==> src/hw/keypad_pkg.sv <==
// Purpose: shared constants and types for the key repeat, sleep and port block
// Assumes: 20 MHz system clock, byte-wide register port
// Notes:   register offsets are the byte addresses seen by the serial engine
package keypad_pkg;

  // register offsets
  localparam logic [7:0] REG_CFG    = 8'h01;
  localparam logic [7:0] REG_DEB    = 8'h02;
  localparam logic [7:0] REG_PORTS  = 8'h04;
  localparam logic [7:0] REG_REPEAT = 8'h05;
  localparam logic [7:0] REG_SLEEP  = 8'h06;

  // field positions and widths
  localparam int CFG_RUN_BIT   = 7;
  localparam int CFG_WAKE_BIT  = 1;
  localparam int REP_EN_BIT    = 7;
  localparam int REP_RATE_LSB  = 4;
  localparam int REP_RATE_W    = 3;
  localparam int REP_DELAY_LSB = 0;
  localparam int REP_DELAY_W   = 4;
  localparam int DEB_TIME_LSB  = 0;
  localparam int DEB_TIME_W    = 5;
  localparam int DEB_PORTS_LSB = 5;
  localparam int DEB_PORTS_W   = 3;
  localparam int SLEEP_CODE_W  = 3;

  // reset values and masks
  localparam logic [7:0] PORTS_RST   = 8'hFE;
  localparam logic [7:0] PORTS_MASK  = 8'hFE;
  localparam logic [7:0] REPEAT_RST  = 8'h00;
  localparam logic [7:0] DEB_RST     = 8'hFF;
  localparam logic [2:0] SLEEP_RST   = 3'h7;
  localparam logic       CFG_RUN_RST = 1'b1;
  localparam logic       CFG_WAKE_RST = 1'b1;

  // codes
  localparam logic [7:0] REPEAT_CODE     = 8'h7E;
  localparam logic [2:0] SLEEP_OFF_CODE  = 3'h0;
  localparam logic [2:0] SLEEP_LAST_CODE = 3'h7;

  // timing
  localparam int CLK_PERIOD_NS = 50;
  localparam int MS_PERIOD_NS  = 1000000;
  localparam int CYCLES_PER_MS = (MS_PERIOD_NS + CLK_PERIOD_NS - 1) / CLK_PERIOD_NS;
  localparam int WAKE_TIME_MS  = 2;
  localparam int DEB_BASE_MS   = 9;
  localparam int SLEEP_MAX_MS  = 8192;
  localparam int DELAY_STEP    = 8;
  localparam int RATE_STEP     = 4;

  typedef enum logic [1:0] {st_run, st_sleep, st_waking} sleep_state_t;

endpackage

==> src/hw/tick_if.sv <==
// Purpose: carries the millisecond and debounce ticks inside the block
// Assumes: single clock domain
// Notes:   the debounce code flows back to the tick source
`timescale 1ns/10ps
`default_nettype none
interface tick_if;
  logic       ms_tick;
  logic       debounce_tick;
  logic [4:0] debounce_code;
  modport gen  (input debounce_code, output ms_tick, output debounce_tick);
  modport sink (output debounce_code, input ms_tick, input debounce_tick);
endinterface
`default_nettype wire

==> src/hw/tick_gen.sv <==
// Purpose: millisecond tick and programmable debounce-cycle tick
// Assumes: CYCLES_PER_MS clocks make one millisecond
// Notes:   debounce tick coincides with a millisecond tick
`timescale 1ns/10ps
`default_nettype none
module tick_gen #(
  parameter int CYCLES_PER_MS = keypad_pkg::CYCLES_PER_MS
) (
  // clock and reset
  input  wire logic clk_sys,
  input  wire logic reset,
  // tick carrier
  tick_if.gen       ticks
);
  localparam int MS_W = $clog2(CYCLES_PER_MS + 1);

  logic [MS_W-1:0] ms_cnt_reg;
  logic [5:0]      deb_cnt_reg;
  logic            ms_tick_reg;
  logic            deb_tick_reg;

  // >= so that lowering the code mid-count cannot run the counter away
  wire            ms_wrap  = (ms_cnt_reg == MS_W'(CYCLES_PER_MS - 1));
  wire [5:0]      deb_last = 6'(keypad_pkg::DEB_BASE_MS - 1) + {1'b0, ticks.debounce_code};
  wire            deb_wrap = ms_wrap && (deb_cnt_reg >= deb_last);
  wire [MS_W-1:0] ms_inc   = ms_cnt_reg + MS_W'(1);

  // base counters; one debounce cycle is 9 ms plus the code
  always_ff @(posedge clk_sys) begin
    if (reset) begin
      ms_cnt_reg   <= '0;
      deb_cnt_reg  <= 6'h00;
      ms_tick_reg  <= 1'b0;
      deb_tick_reg <= 1'b0;
    end else begin
      ms_cnt_reg   <= ms_wrap ? '0 : ms_inc;
      ms_tick_reg  <= ms_wrap;
      deb_tick_reg <= deb_wrap;
      if (ms_wrap) begin
        deb_cnt_reg <= deb_wrap ? 6'h00 : deb_cnt_reg + 6'h01;
      end
    end
  end

  assign ticks.ms_tick       = ms_tick_reg;
  assign ticks.debounce_tick = deb_tick_reg;
endmodule
`default_nettype wire

==> src/hw/gpo_drive.sv <==
// Purpose: open-drain general output drive for ports 2..7 and the alert pin
// Assumes: index 0 is the alert line, index k is port k+1
// Notes:   lines not in output mode are left to the scanner
`timescale 1ns/10ps
`default_nettype none
module gpo_drive (
  // clock and reset
  input  wire logic       clk_sys,
  input  wire logic       reset,
  // configuration
  input  wire logic [6:0] level_bits,
  input  wire logic [2:0] ports_code,
  input  wire logic       int_reg_zero,
  // line control
  output logic      [6:0] gpo_mode,
  output logic      [6:0] line_oe
);
  logic [6:0] line_oe_reg;
  wire  [6:0] mode_w;

  // codes 6 and 7 both enable all six ports
  wire [2:0] n_ports = (ports_code > 3'h6) ? 3'h6 : ports_code;

  // per line mode: ports enable from 7 downward
  genvar i;
  generate
    for (i = 0; i < 7; i++) begin : g_line
      if (i == 0) begin : g_alert
        assign mode_w[i] = int_reg_zero;
      end else begin : g_port
        assign mode_w[i] = (3'(6 - i) < n_ports);
      end
    end
  endgenerate

  // one driver for the whole output variable
  assign gpo_mode = mode_w;

  // a zero bit pulls low only in output mode
  always_ff @(posedge clk_sys) begin
    if (reset) begin
      line_oe_reg <= 7'h00;
    end else begin
      line_oe_reg <= gpo_mode & ~level_bits;
    end
  end

  assign line_oe = line_oe_reg;
endmodule
`default_nettype wire

==> src/hw/keypad_repeat_sleep_gpo.sv <==
// Purpose: key autorepeat, sleep control and open-drain outputs
// Assumes: scanner, fifo and serial engine sit outside on clk_sys
// Notes:   register port is a plain byte strobe port from the serial engine
`timescale 1ns/10ps
`default_nettype none
module keypad_repeat_sleep_gpo #(
  parameter int CYCLES_PER_MS = keypad_pkg::CYCLES_PER_MS
) (
  // clock and reset
  input  wire logic       clk_sys,
  input  wire logic       reset,
  // register port from the serial engine
  input  wire logic [7:0] reg_addr,
  input  wire logic [7:0] reg_wdata,
  input  wire logic       reg_wr,
  input  wire logic       reg_rd,
  output logic      [7:0] reg_rdata,
  output logic            reg_rvalid,
  // from the interrupt register
  input  wire logic       int_reg_zero,
  // key scanner
  input  wire logic       key_event,
  input  wire logic       any_key_held,
  output logic            debounce_tick,
  output logic            scan_enable,
  // wake sense pin, low while a key is pressed
  input  wire logic       key_wake_n,
  // fifo push side
  output logic            fifo_push,
  output logic      [7:0] fifo_data,
  output logic            repeat_active,
  // matrix analog control
  output logic            sense_enable,
  output logic            matrix_pullup,
  // open-drain lines
  output logic      [5:0] column_or_output_lines_out,
  output logic      [5:0] column_or_output_lines_oe,
  output logic            general_output_line_out,
  output logic            general_output_line_oe,
  output logic      [6:0] gpo_mode
);

  ////////////////////////////////////////////////////////////////////////////
  // registers

  logic [7:0]  ports_reg;
  logic [7:0]  repeat_reg;
  logic [7:0]  deb_reg;
  logic [2:0]  sleep_code_reg;
  logic        autowake_reg;
  logic [7:0]  rdata_reg;
  logic        rvalid_reg;

  keypad_pkg::sleep_state_t state_reg;
  keypad_pkg::sleep_state_t state_next;

  // write decode
  wire wr_cfg    = reg_wr && (reg_addr == keypad_pkg::REG_CFG);
  wire wr_deb    = reg_wr && (reg_addr == keypad_pkg::REG_DEB);
  wire wr_ports  = reg_wr && (reg_addr == keypad_pkg::REG_PORTS);
  wire wr_repeat = reg_wr && (reg_addr == keypad_pkg::REG_REPEAT);
  wire wr_sleep  = reg_wr && (reg_addr == keypad_pkg::REG_SLEEP);
  wire wr_run    = reg_wdata[keypad_pkg::CFG_RUN_BIT];

  wire awake = (state_reg == keypad_pkg::st_run);

  // register storage; reserved bits are dropped on write
  always_ff @(posedge clk_sys) begin
    if (reset) begin
      ports_reg      <= keypad_pkg::PORTS_RST;
      repeat_reg     <= keypad_pkg::REPEAT_RST;
      deb_reg        <= keypad_pkg::DEB_RST;
      sleep_code_reg <= keypad_pkg::SLEEP_RST;
      autowake_reg   <= keypad_pkg::CFG_WAKE_RST;
    end else begin
      if (wr_ports)  ports_reg      <= reg_wdata & keypad_pkg::PORTS_MASK;
      if (wr_repeat) repeat_reg     <= reg_wdata;
      if (wr_deb)    deb_reg        <= reg_wdata;
      if (wr_sleep)  sleep_code_reg <= reg_wdata[keypad_pkg::SLEEP_CODE_W-1:0];
      if (wr_cfg)    autowake_reg   <= reg_wdata[keypad_pkg::CFG_WAKE_BIT];
    end
  end

  // read view; config shows live sleep status
  wire [7:0] cfg_rd = (8'(awake) << keypad_pkg::CFG_RUN_BIT) |
                      (8'(autowake_reg) << keypad_pkg::CFG_WAKE_BIT);
  wire [7:0] rd_mux =
    (reg_addr == keypad_pkg::REG_CFG)    ? cfg_rd :
    (reg_addr == keypad_pkg::REG_DEB)    ? deb_reg :
    (reg_addr == keypad_pkg::REG_PORTS)  ? ports_reg :
    (reg_addr == keypad_pkg::REG_REPEAT) ? repeat_reg :
    (reg_addr == keypad_pkg::REG_SLEEP)  ? {5'h00, sleep_code_reg} :
    8'h00;

  // read data registered one cycle after the strobe
  always_ff @(posedge clk_sys) begin
    if (reset) begin
      rdata_reg  <= 8'h00;
      rvalid_reg <= 1'b0;
    end else begin
      rvalid_reg <= reg_rd;
      if (reg_rd) rdata_reg <= rd_mux;
    end
  end

  assign reg_rdata  = rdata_reg;
  assign reg_rvalid = rvalid_reg;

  ////////////////////////////////////////////////////////////////////////////
  // ticks

  tick_if ticks ();

  assign ticks.debounce_code =
    deb_reg[keypad_pkg::DEB_TIME_LSB +: keypad_pkg::DEB_TIME_W];

  tick_gen #(
    .CYCLES_PER_MS (CYCLES_PER_MS)
  ) u_tick (
    .clk_sys (clk_sys),
    .reset   (reset),
    .ticks   (ticks)
  );

  assign debounce_tick = ticks.debounce_tick;

  ////////////////////////////////////////////////////////////////////////////
  // wake pin synchroniser; stage two and three must agree

  logic wake_s1_reg;
  logic wake_s2_reg;
  logic wake_s3_reg;
  logic wake_lvl_reg;

  always_ff @(posedge clk_sys) begin
    if (reset) begin
      wake_s1_reg  <= 1'b1;
      wake_s2_reg  <= 1'b1;
      wake_s3_reg  <= 1'b1;
      wake_lvl_reg <= 1'b1;
    end else begin
      wake_s1_reg <= key_wake_n;
      wake_s2_reg <= wake_s1_reg;
      wake_s3_reg <= wake_s2_reg;
      if (wake_s2_reg == wake_s3_reg) wake_lvl_reg <= wake_s3_reg;
    end
  end

  wire wake_press = !wake_lvl_reg;

  ////////////////////////////////////////////////////////////////////////////
  // idle timer and sleep state

  logic [13:0] idle_ms_reg;
  logic [1:0]  wake_ms_reg;

  // codes 6 and 7 both give the shortest timeout
  wire [2:0]  sleep_shift = (sleep_code_reg == keypad_pkg::SLEEP_LAST_CODE) ?
                            (sleep_code_reg - 3'h2) : (sleep_code_reg - 3'h1);
  wire [13:0] sleep_lim   = 14'(keypad_pkg::SLEEP_MAX_MS) >> sleep_shift;
  wire        sleep_on    = (sleep_code_reg != keypad_pkg::SLEEP_OFF_CODE);
  wire        idle_due    = sleep_on && ticks.ms_tick && !any_key_held &&
                            (idle_ms_reg == sleep_lim - 14'h0001);
  wire        wake_done   = ticks.ms_tick &&
                            (wake_ms_reg == 2'(keypad_pkg::WAKE_TIME_MS - 1));
  wire        idle_clr    = !awake || any_key_held || key_event;

  // idle timer counts whole milliseconds with no key down
  always_ff @(posedge clk_sys) begin
    if (reset || idle_clr) begin
      idle_ms_reg <= 14'h0000;
    end else if (ticks.ms_tick) begin
      idle_ms_reg <= idle_ms_reg + 14'h0001;
    end
  end

  // turn-on delay after a wake press, counted in milliseconds
  always_ff @(posedge clk_sys) begin
    if (reset || (state_reg != keypad_pkg::st_waking)) begin
      wake_ms_reg <= 2'h0;
    end else if (ticks.ms_tick) begin
      wake_ms_reg <= wake_ms_reg + 2'h1;
    end
  end

  // host writes take priority over automatic transitions, except a run write arriving with idle_due in st_run
  always_comb begin
    state_next = state_reg;
    unique case (state_reg)
      keypad_pkg::st_run: begin
        if (wr_cfg && !wr_run) begin
          state_next = keypad_pkg::st_sleep;
        end else if (idle_due) begin
          state_next = keypad_pkg::st_sleep;
        end
      end
      keypad_pkg::st_sleep: begin
        if (wr_cfg) begin
          state_next = wr_run ? keypad_pkg::st_run : keypad_pkg::st_sleep;
        end else if (autowake_reg && wake_press) begin
          state_next = keypad_pkg::st_waking;
        end
      end
      keypad_pkg::st_waking: begin
        if (wr_cfg) begin
          state_next = wr_run ? keypad_pkg::st_run : keypad_pkg::st_sleep;
        end else if (wake_done) begin
          state_next = keypad_pkg::st_run;
        end
      end
    endcase
  end

  // the fifo has no flush path here, so its contents ride through sleep
  always_ff @(posedge clk_sys) begin
    if (reset) begin
      state_reg <= keypad_pkg::st_run;
    end else begin
      state_reg <= state_next;
    end
  end

  // sense is powered while waking so the wake key can debounce afterwards
  assign sense_enable  = (state_reg != keypad_pkg::st_sleep);
  assign matrix_pullup = (state_reg == keypad_pkg::st_sleep);
  assign scan_enable   = awake;

  ////////////////////////////////////////////////////////////////////////////
  // autorepeat

  logic       phase_reg;
  logic [7:0] rep_cnt_reg;
  logic       push_reg;

  wire       rep_en     = repeat_reg[keypad_pkg::REP_EN_BIT];
  wire [3:0] delay_code = repeat_reg[keypad_pkg::REP_DELAY_LSB +: keypad_pkg::REP_DELAY_W];
  wire [2:0] rate_code  = repeat_reg[keypad_pkg::REP_RATE_LSB +: keypad_pkg::REP_RATE_W];
  wire [7:0] delay_lim  = 8'(({4'h0, delay_code} + 8'h01) *
                          8'(keypad_pkg::DELAY_STEP)) - 8'h01;
  wire [7:0] rate_lim   = 8'(({5'h00, rate_code} + 8'h01) *
                          8'(keypad_pkg::RATE_STEP)) - 8'h01;
  wire [7:0] rep_lim    = phase_reg ? rate_lim : delay_lim;
  wire       rep_go     = rep_en && any_key_held && awake;
  wire       rep_hit    = ticks.debounce_tick && (rep_cnt_reg == rep_lim);

  // one shared counter for all held keys gives one code per interval
  always_ff @(posedge clk_sys) begin
    if (reset || key_event || !rep_go) begin
      rep_cnt_reg <= 8'h00;
      phase_reg   <= 1'b0;
    end else if (rep_hit) begin
      rep_cnt_reg <= 8'h00;
      phase_reg   <= 1'b1;
    end else if (ticks.debounce_tick) begin
      rep_cnt_reg <= rep_cnt_reg + 8'h01;
    end
  end

  // push strobe; the key's own code is never produced here
  always_ff @(posedge clk_sys) begin
    if (reset) begin
      push_reg <= 1'b0;
    end else begin
      push_reg <= rep_go && !key_event && rep_hit;
    end
  end

  assign fifo_push     = push_reg;
  assign fifo_data     = keypad_pkg::REPEAT_CODE;
  assign repeat_active = rep_go;

  ////////////////////////////////////////////////////////////////////////////
  // open-drain outputs

  logic [6:0] line_oe;

  gpo_drive u_gpo (
    .clk_sys      (clk_sys),
    .reset        (reset),
    .level_bits   (ports_reg[7:1]),
    .ports_code   (deb_reg[keypad_pkg::DEB_PORTS_LSB +: keypad_pkg::DEB_PORTS_W]),
    .int_reg_zero (int_reg_zero),
    .gpo_mode     (gpo_mode),
    .line_oe      (line_oe)
  );

  assign column_or_output_lines_out = 6'h00;
  assign column_or_output_lines_oe  = line_oe[6:1];
  assign general_output_line_out    = 1'b0;
  assign general_output_line_oe     = line_oe[0];
endmodule
`default_nettype wire

==> config.mk <==
export PLATFORM = sky130hd
export DESIGN_NAME = keypad_repeat_sleep_gpo
export DESIGN_NICKNAME = d
export VERILOG_FILES = /design/src/hw/keypad_pkg.sv /design/src/hw/tick_if.sv /design/src/hw/tick_gen.sv /design/src/hw/gpo_drive.sv /design/src/hw/keypad_repeat_sleep_gpo.sv
export SDC_FILE = /design/constraint.sdc
export NUM_CORES = 1
export LEC_CHECK = 0
export BUFFER_PORTS_ARGS = -buffer_cell sky130_fd_sc_hd__clkbuf_2
export CORE_ASPECT_RATIO = 1.2
export CORE_MARGIN = 2
export CORE_UTILIZATION = 30
export CTS_BUF_LIST = sky130_fd_sc_hd__clkbuf_16
export DETAILED_ROUTE_END_ITERATION = 8
export PLACE_DENSITY = 0.54
export SLEW_MARGIN = 20
export SYNTH_ARGS = -nofsm -noshare
export SYNTH_HDL_FRONTEND = slang
export SYNTH_HIERARCHICAL = 1
export SYNTH_SLANG_ARGS = --single-unit
export TNS_END_PERCENT = 1
==> constraint.sdc <==
create_clock -name clk_sys -period 5.95 [get_ports clk_sys]
set_clock_uncertainty 0.1 [all_clocks]
set_input_delay 0.8925 -clock clk_sys [delete_from_list [all_inputs] [get_ports clk_sys]]
set_output_delay 0.8925 -clock clk_sys [all_outputs]
set_load 0.03 [all_outputs]
==> impl_metrics.ini <==
[floorplan]
rows = 54
die_w_um = 127
core_um2 = 18000
io-pin-count = 68
die_h_um = 152
initial_core_util = 0.303
design.die.area_um2 = 19300

[layout]
multi_input_area_um2 = 3140
area.growth.synth_to_final_pct = 10.9
seqCellArea_um2 = 1960
fillers = 1894
nets = 719
final_util = 0.336
drive_gt1_frac = 0.146
largest_reg_flops = 15
antenna_cells = 0

[hold_path]
hp-class = reg2reg
hp-start = wake_s1_reg
hold_depth = 1
min_to = wake_s2_reg

[cts]
root_buffer = clkbuf_16
numCtsBuffers = 9
worstSkewPairLatency_ns = 0.36
cts_htree_levels = 3
clock_sink_count = 98
tritoncts = done
cts-resized-gates = 0
clk_pin_slew_ns = 0.07
post_cts_buffers = 0
clk_path_buf_depth = 2
ctsHoldBuffers = 0

[flow_run]
cap_violations = 0

[global_routing]
gr-total-overflow = 0
grt_pass1_wl_um = 21100
grt_pass1_vias = 4151
grt_use_total = 0.136
antenna_found_initial = 0
grt_max_degree = 42

[power]
power.total_w = 0.00134
p_per_area_nw_per_um2 = 222
ir_drop_v = 0.000137
p_leak_nw = 2.38

[timing]
min_period_over_period = 0.706
tightest_slew_ns = 0.779
layout_setup_ws_ns = 1.75
tns_ns = 0
slew-limit-headroom = 0.480
slew_violations = 0
final_hold_viol_count = 0
fin_crit_ns = 4.20
rsz0062_at_grt = no
setup_violations = 0
fmaxAchievable_ghz = 0.238

[worst_setup_path]
path_cells = inv_1, ha_1, nor2b_1, a21oi_1, or3_1, ha_1, mux2i_1, o2111a_1, nor3_1, a2111oi_0, nand4b_1, nor4b_2, nor3_2, mux2_4
r2r-start = sleep_code_reg[0]
slowest_delay_ns = 0.64
slowest_stage = ha_1
path_buf_inv = 1
start_kind = flop
r2r_end = state_reg[0]
worst_path_most_repeated_cell = ha_1
worst_ep_required_time_ns = 6.10
critPathKind = reg2reg
crit_arrival_ns = 4.35
rrSetupSlack_ns = 1.75
crit_path_end_kind = flop
crit_family = simple AND/OR/NAND/NOR gates
reg2reg_depth = 14
cp_max_fo = 21

[synth]
synth_warnings = 6
syn_area_per_cell_um2 = 8.53
yosys.area.top_type = dfxtp_1
syn-cell-area_um2 = 5470
syn_inst = 641
yosysUniqueCellTypes = 75
yosysMostFrequentCell = dfxtp_1
async_reset_ff_frac = 0
synth_top_area_frac = 0.359
synth_common_cells = 98 x dfxtp_1, 87 x nor2_1, 44 x nand2_1
ys_seq_area_frac = 0.359
ys.flop_type = dfxtp_1
synth.area.top_cells = dfxtp_1 36%, nor2_1 6.0%, ha_1 5.0%
synth-edff-count = 0
ys_ff_latch = 98

[route]
routed_wl_um = 12900
firstDrtPassIters = 4
drc_errors = 0
vias = 4364
ant_nets = 0
wire_per_inst_um = 14.3
viasPerCell = 4.84
drt-initial-drc-count = 255

[place]
pre_cts_ws_ns = 1.84
dp_hpwl_um = 9610
gp_congestion = 0.817
io_buffers = 52

[run_status]
status = finished clean
-- worst register-to-register path: cells and delay by family, from the launching register on --
family	cells	cell delay (ns)
buffers and inverters	1	0.22
AND/OR/NAND/NOR	6	1.23
flip-flops	1	0.46
multiplexers	2	0.46
adder cells (fa/ha/maj)	2	0.92
AO/OA/AOI/OAI	3	0.71
-- metrics by stage --
| step | cell area, um^2 | std cells | hold WS [ns] |
|---|---|---|---|
| 4_1_cts | 6060 | 902 | 0.314 |
| 2_1_floorplan | 5520 | 654 | 0.289 |
| 3_3_place_gp | 5780 | 886 | 0.296 |
| 3_5_place_dp | 5780 | 886 | 0.297 |
| 6_report | 6060 | 902 | 0.323 |
| 5_1_grt | 6060 | 902 | 0.323 |
-- routing by layer --
layer  wire length, um  track usage
met1              5980        0.173
met5                 0            0
met4               265       0.0544
met2              6200        0.226
met3               457       0.0250
-- area by class of cell --
type | instances | share of cell area
Clock inverter | 7 | 0.00970
Timing Repair Buffer | 53 | 0.0442
Tap cell | 224 | 0.0462
Inverter | 34 | 0.0211
Sequential cell | 98 | 0.324
Multi-Input combinational cell | 477 | 0.518
Clock buffer | 9 | 0.0372
-- report_power, final --
part	total [W]	switching (W)	internal, W
sequential	0.000667	0.00000495	0.000663
clock	0.000571	0.000279	0.000291
combinational	0.000105	0.0000730	0.0000321
total	0.00134	0.000357	0.000986
-- cells in the final DEF (no fill, tap or decap), types with 5 or more instances in the layout --
master and n:
a211o_1 12, a211oi_1 9, a21oi_1 25, and3_1 8
clkbuf_16 9, clkbuf_2 52, conb_1 15, dfxtp_1 98
ha_1 22, inv_1 33, mux2i_1 21, nand2_1 44
nand2b_1 8, nand3_1 22, nand3b_1 13, nand4_1 13
nor2_1 87, nor2b_1 8, nor3_1 17, nor3b_1 7
o2111ai_1 5, o21ai_0 14, or2_2 5, xnor2_1 30
xor2_1 21
-- worst max path at each step --
stage	start	endpoint	depth (start not counted)
after floorplan	sleep_code_reg[0]	state_reg[0]	17
after global placement	sleep_code_reg[0]	state_reg[0]	14
after detailed placement	sleep_code_reg[0]	state_reg[0]	14
after CTS	sleep_code_reg[0]	state_reg[0]	14
after global routing	sleep_code_reg[0]	state_reg[0]	14
final	sleep_code_reg[0]	state_reg[0]	14
-- cell families after synthesis --
kind of cell	Yosys count	synth area share
mux	24	0.0467
buf+inv	79	0.0755
other cells	2	0.00137
simple gates	267	0.259
flops	98	0.359
xor+xnor	51	0.0817
fa+ha+maj	23	0.0524
compound gates	97	0.125
No activity file was read; power rests on OpenSTA's default activity.
